File: config.mk
export PLATFORM = sky130hd
export DESIGN_NAME = clc_cell
export DESIGN_NICKNAME = d
export VERILOG_FILES = /design/src/hw/clc_pkg.sv /design/src/hw/clc_cell.sv
export VERILOG_INCLUDE_DIRS = /design/src /design/src/hw
export SDC_FILE = /design/constraint.sdc
export NUM_CORES = 1
export LEC_CHECK = 0
export BUFFER_PORTS_ARGS = -buffer_cell sky130_fd_sc_hd__buf_2
export CAP_MARGIN = 10
export CORE_UTILIZATION = 58
export CTS_CLUSTER_SIZE = 40
export DETAILED_ROUTE_END_ITERATION = 7
export GPL_TIMING_DRIVEN = 0
export PLACE_DENSITY = 0.87
export REMOVE_ABC_BUFFERS = 1
export SLEW_MARGIN = 30
export SYNTH_ARGS = -nofsm -noshare
export SYNTH_HDL_FRONTEND = slang
export SYNTH_SLANG_ARGS = --single-unit
File: constraint.sdc
create_clock -name clk -period 6.7 [get_ports clk]
set_input_delay 0 -clock clk [delete_from_list [all_inputs] [get_ports clk]]
set_output_delay 0 -clock clk [all_outputs]
set_load 0.02 [all_outputs]
File: src/hw/clc_regs.svh
`ifndef CLC_REGS_SVH
`define CLC_REGS_SVH
// Functional notes
// - Select, gate, function, polarity stages in order.
// - Software may rewrite configuration at any time.
// - Four muxes each pick from 40 sources.
// - Code 39 wave, 26-29 cells, 1-3 pins.
// - Each mux has its own select register.
// - Enable clear forces cell output to zero.
// - Read-only output bit mirrors polarity stage output.
// - Rising edge sets flag when enabled.
// - Falling edge sets flag when enabled.
// - Codes 100-111 select the sequential cells.
// - Codes 000-011 select AND-OR, OR-XOR, AND4, SR.

// ==========================================================
// Register byte offsets
`define CLC_OFS_CTRL   12'h000
`define CLC_OFS_SEL0   12'h004
`define CLC_SEL_STRIDE 12'h004
`define CLC_OFS_GATE   12'h014
`define CLC_OFS_IRQ    12'h018
`define CLC_OFS_MASK   12'h01C

// ==========================================================
// Field positions
`define CLC_BIT_EN    7
`define CLC_BIT_OUT   5
`define CLC_BIT_INTP  4
`define CLC_BIT_INTN  3
`define CLC_BIT_POL   7

// ==========================================================
// Source codes and reset values
`define CLC_SRC_COUNT 6'h28
`define CLC_SRC_PIN1  6'h01
`define CLC_SRC_CELL0 6'h1A
`define CLC_PIN_COUNT 3
`define CLC_RST_WORD  32'h0000_0000
`endif

File: src/hw/clc_pkg.sv
package clc_pkg;
  typedef enum logic [2:0] {
    CLC_AND_OR = 3'b000,
    CLC_OR_XOR = 3'b001,
    CLC_AND4   = 3'b010,
    CLC_SR     = 3'b011,
    CLC_DFF_SR = 3'b100,
    CLC_DFF_R  = 3'b101,
    CLC_JK_R   = 3'b110,
    CLC_LATCH  = 3'b111
  } clc_mode_t;

  typedef struct packed {
    logic        psel;
    logic        penable;
    logic        pwrite;
    logic [11:0] paddr;
    logic [31:0] pwdata;
  } clc_apb_req_t;

  typedef struct packed {
    logic        pready;
    logic [31:0] prdata;
    logic        pslverr;
  } clc_apb_rsp_t;

  typedef struct packed {
    logic            en;
    logic            intp;
    logic            intn;
    clc_mode_t       mode;
    logic            inv;
    logic [3:0]      gate_inv;
    logic [3:0][5:0] sel;
    logic            q;
    logic            out;
    logic            prev;
    logic            g1_prev;
    logic            irq;
    logic            msk;
    logic [2:0]      p1;
    logic [2:0]      p2;
    logic [2:0]      p3;
    logic [2:0]      pin;
    logic [31:0]     rdata;
  } clc_state_t;
endpackage : clc_pkg

File: src/hw/clc_cell.sv
`timescale 1ns/1ps
`include "clc_regs.svh"
module clc_cell #(
  parameter int CELL_IDX = 0
) (
  input  wire logic                  clk,
  input  wire logic                  srst,
  input  wire clc_pkg::clc_apb_req_t apb_req,
  output clc_pkg::clc_apb_rsp_t      apb_rsp,
  input  wire logic [39:0]           src_in,
  input  wire logic [2:0]            pin_in,
  output logic                       cell_output_signal,
  output logic                       irq
);
  import clc_pkg::*;

  clc_state_t s;
  clc_state_t next_s;
  logic [39:0] pool;
  logic [3:0]  d;
  logic [3:0]  g;
  logic        setup;
  logic        acc;
  logic        hit;
  logic [31:0] rd_val;
  logic        f;
  logic        rise1;
  logic        ev;

  // ==========================================================
  // Source pool
  // Pins replace their slots with the filtered copy, and the cell's own
  // slot is taken from its registered output so that feedback never loops.
  always_comb begin
    pool = src_in;
    pool[0] = 1'b0;
    for (int k = 0; k < `CLC_PIN_COUNT; k++) begin
      pool[int'(`CLC_SRC_PIN1) + k] = s.pin[k];
    end
    pool[int'(`CLC_SRC_CELL0) + CELL_IDX] = s.out;
  end

  // ==========================================================
  // Data selection and gating
  // four input muxes
  for (genvar i = 0; i < 4; i++) begin : g_mux
    assign d[i] = (s.sel[i] < `CLC_SRC_COUNT) ? pool[s.sel[i]] : 1'b0;
    assign g[i] = d[i] ^ s.gate_inv[i];
  end

  // ==========================================================
  // Bus decode
  assign setup = apb_req.psel & ~apb_req.penable;
  assign acc   = apb_req.psel & apb_req.penable;

  // Read value is captured in the setup cycle so prdata comes from a flop.
  always_comb begin
    rd_val = `CLC_RST_WORD;
    hit    = 1'b1;
    if (apb_req.paddr == `CLC_OFS_CTRL) begin
      rd_val[`CLC_BIT_EN]   = s.en;
      rd_val[`CLC_BIT_OUT]  = s.out;
      rd_val[`CLC_BIT_INTP] = s.intp;
      rd_val[`CLC_BIT_INTN] = s.intn;
      rd_val[2:0]           = s.mode;
    end else if (apb_req.paddr == `CLC_OFS_GATE) begin
      rd_val[`CLC_BIT_POL] = s.inv;
      rd_val[3:0]          = s.gate_inv;
    end else if (apb_req.paddr == `CLC_OFS_IRQ) begin
      rd_val[0] = s.irq;
    end else if (apb_req.paddr == `CLC_OFS_MASK) begin
      rd_val[0] = s.msk;
    end else begin
      hit = 1'b0;
      for (int i = 0; i < 4; i++) begin
        if (apb_req.paddr == `CLC_OFS_SEL0 + 12'(i) * `CLC_SEL_STRIDE) begin
          rd_val[5:0] = s.sel[i];
          hit         = 1'b1;
        end
      end
    end
  end

  // ==========================================================
  // Next state
  assign rise1 = g[0] & ~s.g1_prev;
  assign ev = (s.intp & s.out & ~s.prev) | (s.intn & ~s.out & s.prev);

  always_comb begin
    next_s = s;
    // Three-stage pin filter; a change counts once stages two and three agree.
    next_s.p1 = pin_in;
    next_s.p2 = s.p1;
    next_s.p3 = s.p2;
    if (s.p2 == s.p3) begin
      next_s.pin = s.p3;
    end
    next_s.g1_prev = g[0];
    f = 1'b0;
    case (s.mode)
      CLC_AND_OR: f = (g[0] & g[1]) | (g[2] & g[3]);
      CLC_OR_XOR: f = (g[0] | g[1]) ^ (g[2] | g[3]);
      CLC_AND4:   f = &g;
      CLC_SR: begin
        if (g[0] | g[1]) begin
          next_s.q = 1'b1;
        end else if (g[2] | g[3]) begin
          next_s.q = 1'b0;
        end
        f = next_s.q;
      end
      CLC_DFF_SR: begin
        if (g[3]) begin
          next_s.q = 1'b1;
        end else if (g[2]) begin
          next_s.q = 1'b0;
        end else if (rise1) begin
          next_s.q = g[1];
        end
        f = next_s.q;
      end
      CLC_DFF_R: begin
        if (g[2]) begin
          next_s.q = 1'b0;
        end else if (rise1) begin
          next_s.q = g[1] ^ g[3];
        end
        f = next_s.q;
      end
      CLC_JK_R: begin
        if (g[2]) begin
          next_s.q = 1'b0;
        end else if (rise1 && (g[1] || g[3])) begin
          next_s.q = g[1] & g[3] ? ~s.q : g[1];
        end
        f = next_s.q;
      end
      default: begin
        if (g[3]) begin
          next_s.q = 1'b1;
        end else if (g[2]) begin
          next_s.q = 1'b0;
        end else if (g[0]) begin
          next_s.q = g[1];
        end
        f = next_s.q;
      end
    endcase
    next_s.out  = s.en & (f ^ s.inv);
    next_s.prev = s.out;
    // rising or falling edge flag
    // A new edge wins over a write-one clear in the same cycle.
    next_s.irq = s.irq | ev;
    if (setup) begin
      next_s.rdata = rd_val;
    end
    if (acc && apb_req.pwrite) begin
      if (apb_req.paddr == `CLC_OFS_CTRL) begin
        next_s.en   = apb_req.pwdata[`CLC_BIT_EN];
        next_s.intp = apb_req.pwdata[`CLC_BIT_INTP];
        next_s.intn = apb_req.pwdata[`CLC_BIT_INTN];
        next_s.mode = clc_mode_t'(apb_req.pwdata[2:0]);
      end else if (apb_req.paddr == `CLC_OFS_GATE) begin
        next_s.inv      = apb_req.pwdata[`CLC_BIT_POL];
        next_s.gate_inv = apb_req.pwdata[3:0];
      end else if (apb_req.paddr == `CLC_OFS_IRQ) begin
        next_s.irq = (s.irq & ~apb_req.pwdata[0]) | ev;
      end else if (apb_req.paddr == `CLC_OFS_MASK) begin
        next_s.msk = apb_req.pwdata[0];
      end else begin
        for (int i = 0; i < 4; i++) begin
          if (apb_req.paddr == `CLC_OFS_SEL0 + 12'(i) * `CLC_SEL_STRIDE) begin
            next_s.sel[i] = apb_req.pwdata[5:0];
          end
        end
      end
    end
  end

  // ==========================================================
  // State register
  always_ff @(posedge clk) begin
    if (srst) begin
      s <= '0;
    end else begin
      s <= next_s;
    end
  end

  // ==========================================================
  // Outputs
  // The slave never waits, so every access phase completes in one cycle.
  assign apb_rsp.pready  = 1'b1;
  assign apb_rsp.prdata  = s.rdata;
  assign apb_rsp.pslverr = acc & ~hit;
  assign cell_output_signal = s.out;
  assign irq = s.irq & s.msk;
endmodule : clc_cell

Word-level counts from Yosys, hierarchy flattened
Index checks and enable logic that the tools add are counted.
{"block": "totals", "reg_bits": 60, "latch_bits": 0, "mem_bits_rw": 0, "romBits": 0, "mem_count": 0}
{"block": "op_classes", "addsub": 0, "mul": 0, "n_div": 0, "magnitude_cmp": 8, "eq_ne": 14, "n_shift": 0, "n_mux": 54, "n_bitwise": 38, "reduce_logical": 14}
{"cell": "== test 12 x 5 -> 1 bit (second input constant)", "count": 4}
{"cell": "two-way mux 1 bit", "count": 36}
{"cell": "two-way mux 6 bit", "count": 5}
{"cell": "< comparator 6 x 7 -> 1 bit (second input constant)", "count": 4}
{"cell": "binary-select mux 1 bit (select 6 bit)", "count": 4}
{"cell": "== test 12 x 4 -> 1 bit (second input constant)", "count": 2}
{"cell": "< comparator 6 bit (second input constant)", "count": 4}
{"cell": "AND reduction 6 bit", "count": 4}
{"cell": "AND 1 bit", "count": 14}
{"cell": "== test 12 x 3 -> 1 bit (second input constant)", "count": 1}
{"cell": "zero test 12 bit", "count": 1}
{"cell": "inverter 1 bit", "count": 11}
{"cell": "two-way mux 5 bit", "count": 2}
{"cell": "== test 3 bit (second input constant)", "count": 3}
{"cell": "two-way mux 2 bit", "count": 4}
{"cell": "case mux 1 bit (7 select lines)", "count": 1}
{"cell": "bitwise XOR 1 bit", "count": 7}
{"cell": "== test 3 x 2 -> 1 bit (second input constant)", "count": 2}
{"cell": "OR 1 bit", "count": 6}
{"cell": "case mux 1 bit (5 select lines)", "count": 1}
{"cell": "AND reduction 5 bit", "count": 1}
{"cell": "two-way mux 4 bit", "count": 1}
{"cell": "AND reduction 4 bit", "count": 1}
{"cell": "== test 3 x 1 -> 1 bit (second input constant)", "count": 1}
{"cell": "7 further kinds", "count": 8}

Longest topological paths before layout
{"block": "depth", "depth_word": 11, "ltp_mapped": 15, "mapped_depth_nobuf": 14}

Worst setup path before layout
OpenSTA, ideal clock, no wires.
{"block": "synth_timing", "path_kind": "flip-flop to flip-flop", "start": "reg s[68] (netlist name)", "end": "reg s (netlist bit cell_output_signal)", "setup_ps": 103, "t_arrival_ps": 3298, "path_slack_ps": 3298, "stages_incl_launch_ff": 16, "n_path_buf": 1, "synth_period_minus_slack_ps": 3402, "cell_sequence": "dfxtp_1 -> buf_2 -> mux4_2 -> mux2_2 -> nand3_1 -> o211ai_1 -> nor3_1 -> nor2_1 -> ha_1 -> and3_1 -> o31ai_1 -> a31o_2 -> o21ai_1 -> o31ai_2 -> nand2_1 -> a2111oi_2"}
{"block": "synth_via", "elab_chain_cells": 11}
{"item": "start, declared", "line_no": "clc_cell.sv:17", "text": "clc_state_t s;"}
{"item": "start signal, assigned", "line_no": "clc_cell.sv:186", "text": "s <= next_s;"}
{"item": "binary-select mux 1 bit (select 6 bit)", "line_no": "clc_cell.sv:47", "text": "assign d[i] = (s.sel[i] < `CLC_SRC_COUNT) ? pool[s.sel[i]] : 1'b0;"}
{"item": "two-way mux 1 bit (not written as such)", "line_no": "clc_cell.sv:47"}
{"item": "two-way mux 1 bit (*)", "line_no": "clc_cell.sv:47"}
{"item": "bitwise XOR 1 bit (*)", "line_no": "clc_cell.sv:48", "text": "assign g[i] = d[i] ^ s.gate_inv[i];"}
{"item": "AND 1 bit or logical OR 1 bit (tied branches)", "line_no": "clc_cell.sv:134, clc_cell.sv:133"}
{"item": "two-way mux 1 bit or logical AND 1 bit (tied branches)", "line_no": "clc_cell.sv:134, clc_cell.sv:133"}
{"item": "two-way mux 1 bit", "line_no": "clc_cell.sv:133", "text": "end else if (rise1 && (g[1] || g[3])) begin"}
{"item": "two-way mux 1 bit", "line_no": "clc_cell.sv:131", "text": "if (g[2]) begin"}
{"item": "case mux 1 bit (7 select lines) (*)", "line_no": "clc_cell.sv:100", "text": "case (s.mode)"}
{"item": "bitwise XOR 1 bit (*)", "line_no": "clc_cell.sv:149", "text": "next_s.out = s.en & (f ^ s.inv);"}
{"item": "AND 1 bit (*)", "line_no": "clc_cell.sv:149"}
Mark *: on every way between the ends. The rest lies on a longest branch, timed or not. The select of a mux whose other input is x is not followed.
A chain may end at the register's enable or synchronous reset.

Worst setup path after layout
Same ends and word-level chain as after synthesis.

==> impl_results.md <==
- Result of the run: completed
- Sequential cell area fraction in the yosys report: between 20% and 30%
- CORE AREA: roughly 0.0077 mm2
- Global-route wire length before repair: just under 20000 um
- Synth Register Bits: 60
- Worst-margin pin slew: roughly 940 ps
- Starting DRC count in detailed routing: between 400 and 500
- Async set-reset flop share out of synthesis: 0%
- Synthesized netlist cell count: just under 500
- Synthesized area divided by synthesized cell count: 9.63 um2
- Top area cells in the synthesized netlist: sky130_fd_sc_hd__dfxtp_1 26%, sky130_fd_sc_hd__mux2i_1 14%, sky130_fd_sc_hd__mux4_2 13%
- Fin Setup TNS: 0 ps
- Share of post-route cells with drive strength above 1: 25.4%
- Detail Route Antenna Nets: 0
- Number of flops mapped to enable cells by yosys: 0
- Overall via count from detail_route: about 4100
- Cell at the root of the clock tree: sky130_fd_sc_hd__clkbuf_8
- Crit path kind: flop to flop
- Leading area contributor after synthesis: sky130_fd_sc_hd__dfxtp_1
- Cts-stage hold buffer count: 8
- Distinct cell type count of the synthesized netlist: 70
- Clock tree from TritonCTS: yes
- Via count of the first global-routing pass: between 3000 and 4000
- Number of setup violations in the final report: 0
- Warnings from Yosys: 0
- Clk slew on worst S/H paths: 70 ps
- Final Skew: roughly 8.6 ps
- Latest clock arrival within the worst-skew pair: 350 ps
- Type of origin of the critical path: flop
- Total count of max-transition violations in the final report: 0
- Fraction of synthesized cell area taken by the top area cell type: around 26%
- Final Hold Viols: 0
- Unrepaired setup endpoints after global routing: no
- Static leakage: around 2.1 nW
- Power density normalized to cell area: about 160 mW/mm2
- Primary flip-flop cell chosen by synthesis mapping: sky130_fd_sc_hd__dfxtp_1
- Starting density of the core: roughly 60%
- Via density per instance: between 6 and 7
- Number of fillers in the final layout: 600
- Gr ovfl total: 0
- Maximum number of pins on one net before global-route repair: 61
- Area growth from synthesis to final layout: 9.14%
- X dimension of the die: roughly 90 um
- Dominant cell by count in the synthesized netlist: sky130_fd_sc_hd__mux2i_1
- Final worst path period need: 4250 ps
- Total clock buffers created by CTS: 9
- Number of buffers between clock root and the deepest sink: 2
- Critical path peak fanout: 11
- Post-route DRC violation count: 0
- Largest voltage drop on the vdd net: 0.000121 V
- Clock sink total: 60
- Worst slew margin relative to its limit: 37.4%
- Number of I/O pins: 128
- Most numerous cell types in the synthesized netlist: 65 x sky130_fd_sc_hd__mux2i_1, 63 x sky130_fd_sc_hd__nor2_1, 60 x sky130_fd_sc_hd__dfxtp_1
- Maximum Capacitance Violations: 0
- Crit path DAT: about 4500 ps
- Critical Path End Type: flop
- Netlist Area Pre-Place: around 0.0047 mm2
- Number of H-tree levels: 3
- Antenna violations before repair: 0
- Critical Path RT: ~6900 ps
- Final HPWL DP: around 8600 um
- Hold Crit Class: input pin to flop
- Drt total wl: between 10000 and 15000 um
- All-layer global routing usage: around 30%
- Floorplan die height: ~92 um
- Iteration count of the initial detailed-routing pass: 6
- Setup WS post-layout: between 2000 and 2500 ps
- Final Net Count: ~630
- Diodes inserted: 0
- Post-CTS setup repair buffer count: 0
- Post-placement setup slack: roughly 2600 ps
- Final worst path period share: between 60% and 70%
- Post-DR wirelength/cell: ~19 um
- Maximum frequency from static timing analysis: 236 MHz
- Port Buffers: 71
- Die Footprint: ~0.0084 mm2
- Num rows: 32
- Post-CTS sizing: 0
- Final weighted congestion in routability-driven placement: 0.961
## through the flow
| step | area (um2) | power (mW) | std cells | hold slack [ps] | util [%] |
|---|---|---|---|---|---|
| after floorplan | 4300 | 0.418 | 442 | 68.9 | - |
| after global placement | 4790 | 0.460 | 615 | 211 | 61.9 |
| after CTS | 5070 | 0.810 | 637 | 6.18 | 65.6 |
| after detailed placement | 4790 | 0.463 | 615 | 219 | 61.9 |
| final | 5080 | 0.805 | 637 | 31.5 | 65.7 |
| after global routing | 5080 | 0.838 | 637 | 29.9 | 65.7 |
## cell families (layout without fill, tap and decap cells)
kind of cell | Yosys count | in the layout | synth area share (%)
compound gates | 61 | 61 | 10.7
xor+xnor | 6 | 6 | 1.53
fa+ha+maj | 2 | 2 | 0.511
buf+inv | 71 | 99 | 9.92
flops | 60 | 60 | 25.8
mux | 106 | 106 | 32.4
other cells | 2 | 26 | 0.161
simple gates | 175 | 175 | 19.0
## path summary, 6_finish.rpt
check	from	depth (start not counted)	to	slack (ps)
worst max-delay path	s[68]$_SDFFE_PP0P_	14	cell_output_signal$_SDFF_PP0_	2450
worst min-delay path	apb_req[2]	3	s[70]$_SDFFE_PP0P_	30
worst max register to register	s[68]$_SDFFE_PP0P_	14	cell_output_signal$_SDFF_PP0_	2450
worst min register to register	next_s[39]$_SDFF_PP0_	1	next_s[36]$_SDFF_PP0_	450
## layout make-up
class / instances / area, um2 / share of cell area, %
multi-input combinational: 376 / 3090 / 60.8
sequential: 60 / 1200 / 23.7
timing repair buffer: 79 / 438 / 8.62
tap: 102 / 128 / 2.51
clock buffer: 10 / 128 / 2.51
clock inverter: 4 / 76.3 / 1.50
inverter: 6 / 22.5 / 0.443
## per-layer routing
layer  up-vias  wire length, um  GRT usage, %  share of wire, %
li1       1853                -             -                 -
met1      1926             4610          37.2                38
met2       290             5950          50.1                49
met3        59             1150          7.04               9.4
met4         0              495          15.3               4.1
met5         -                0             0                 0
## critical path, cell delays in order (launching register included)
cell and delay [ps]:
sky130_fd_sc_hd__dfxtp_1 700, sky130_fd_sc_hd__mux4_2 570, sky130_fd_sc_hd__mux2_2 270, sky130_fd_sc_hd__nand3_1 90, sky130_fd_sc_hd__o211ai_1 150, sky130_fd_sc_hd__nor3_1 570
sky130_fd_sc_hd__nor2_1 210, sky130_fd_sc_hd__ha_1 340, sky130_fd_sc_hd__and3_1 170, sky130_fd_sc_hd__o31ai_1 70, sky130_fd_sc_hd__a31o_2 190, sky130_fd_sc_hd__o21ai_1 70
sky130_fd_sc_hd__o31ai_2 270, sky130_fd_sc_hd__nand2_1 100, sky130_fd_sc_hd__a2111oi_2 370
## state kept, by name, indices dropped and copies added (netlist names)
signal and count:
apb_rsp 7, cell_output_signal 1, next_s 6, pool 3, s 43
## cells in the final DEF, fill, tap and decap left out, types with 5 or more instances in the layout
| cell | n |
|---|---|
| sky130_fd_sc_hd__a21oi_1 | 10 |
| sky130_fd_sc_hd__a221oi_1 | 5 |
| sky130_fd_sc_hd__a22oi_1 | 5 |
| sky130_fd_sc_hd__buf_2 | 70 |
| sky130_fd_sc_hd__clkbuf_8 | 9 |
| sky130_fd_sc_hd__conb_1 | 26 |
| sky130_fd_sc_hd__dfxtp_1 | 60 |
| sky130_fd_sc_hd__dlygate4sd3_1 | 8 |
| sky130_fd_sc_hd__inv_1 | 6 |
| sky130_fd_sc_hd__mux2_2 | 8 |
| sky130_fd_sc_hd__mux2i_1 | 65 |
| sky130_fd_sc_hd__mux4_1 | 6 |
| sky130_fd_sc_hd__mux4_2 | 27 |
| sky130_fd_sc_hd__nand2_1 | 20 |
| sky130_fd_sc_hd__nand2b_1 | 5 |
| sky130_fd_sc_hd__nand3_1 | 17 |
| sky130_fd_sc_hd__nand3b_1 | 5 |
| sky130_fd_sc_hd__nor2_1 | 63 |
| sky130_fd_sc_hd__nor2b_1 | 19 |
| sky130_fd_sc_hd__nor3_1 | 14 |
| sky130_fd_sc_hd__nor4_1 | 8 |
| sky130_fd_sc_hd__o21ai_0 | 6 |
## where the power goes
part,total (mW),switching (mW),internal [mW]
logic,0.0977,0.0570,0.0407
registers,0.363,0.00234,0.361
clock network,0.345,0.139,0.206
Power figures use the tool's default switching activity.
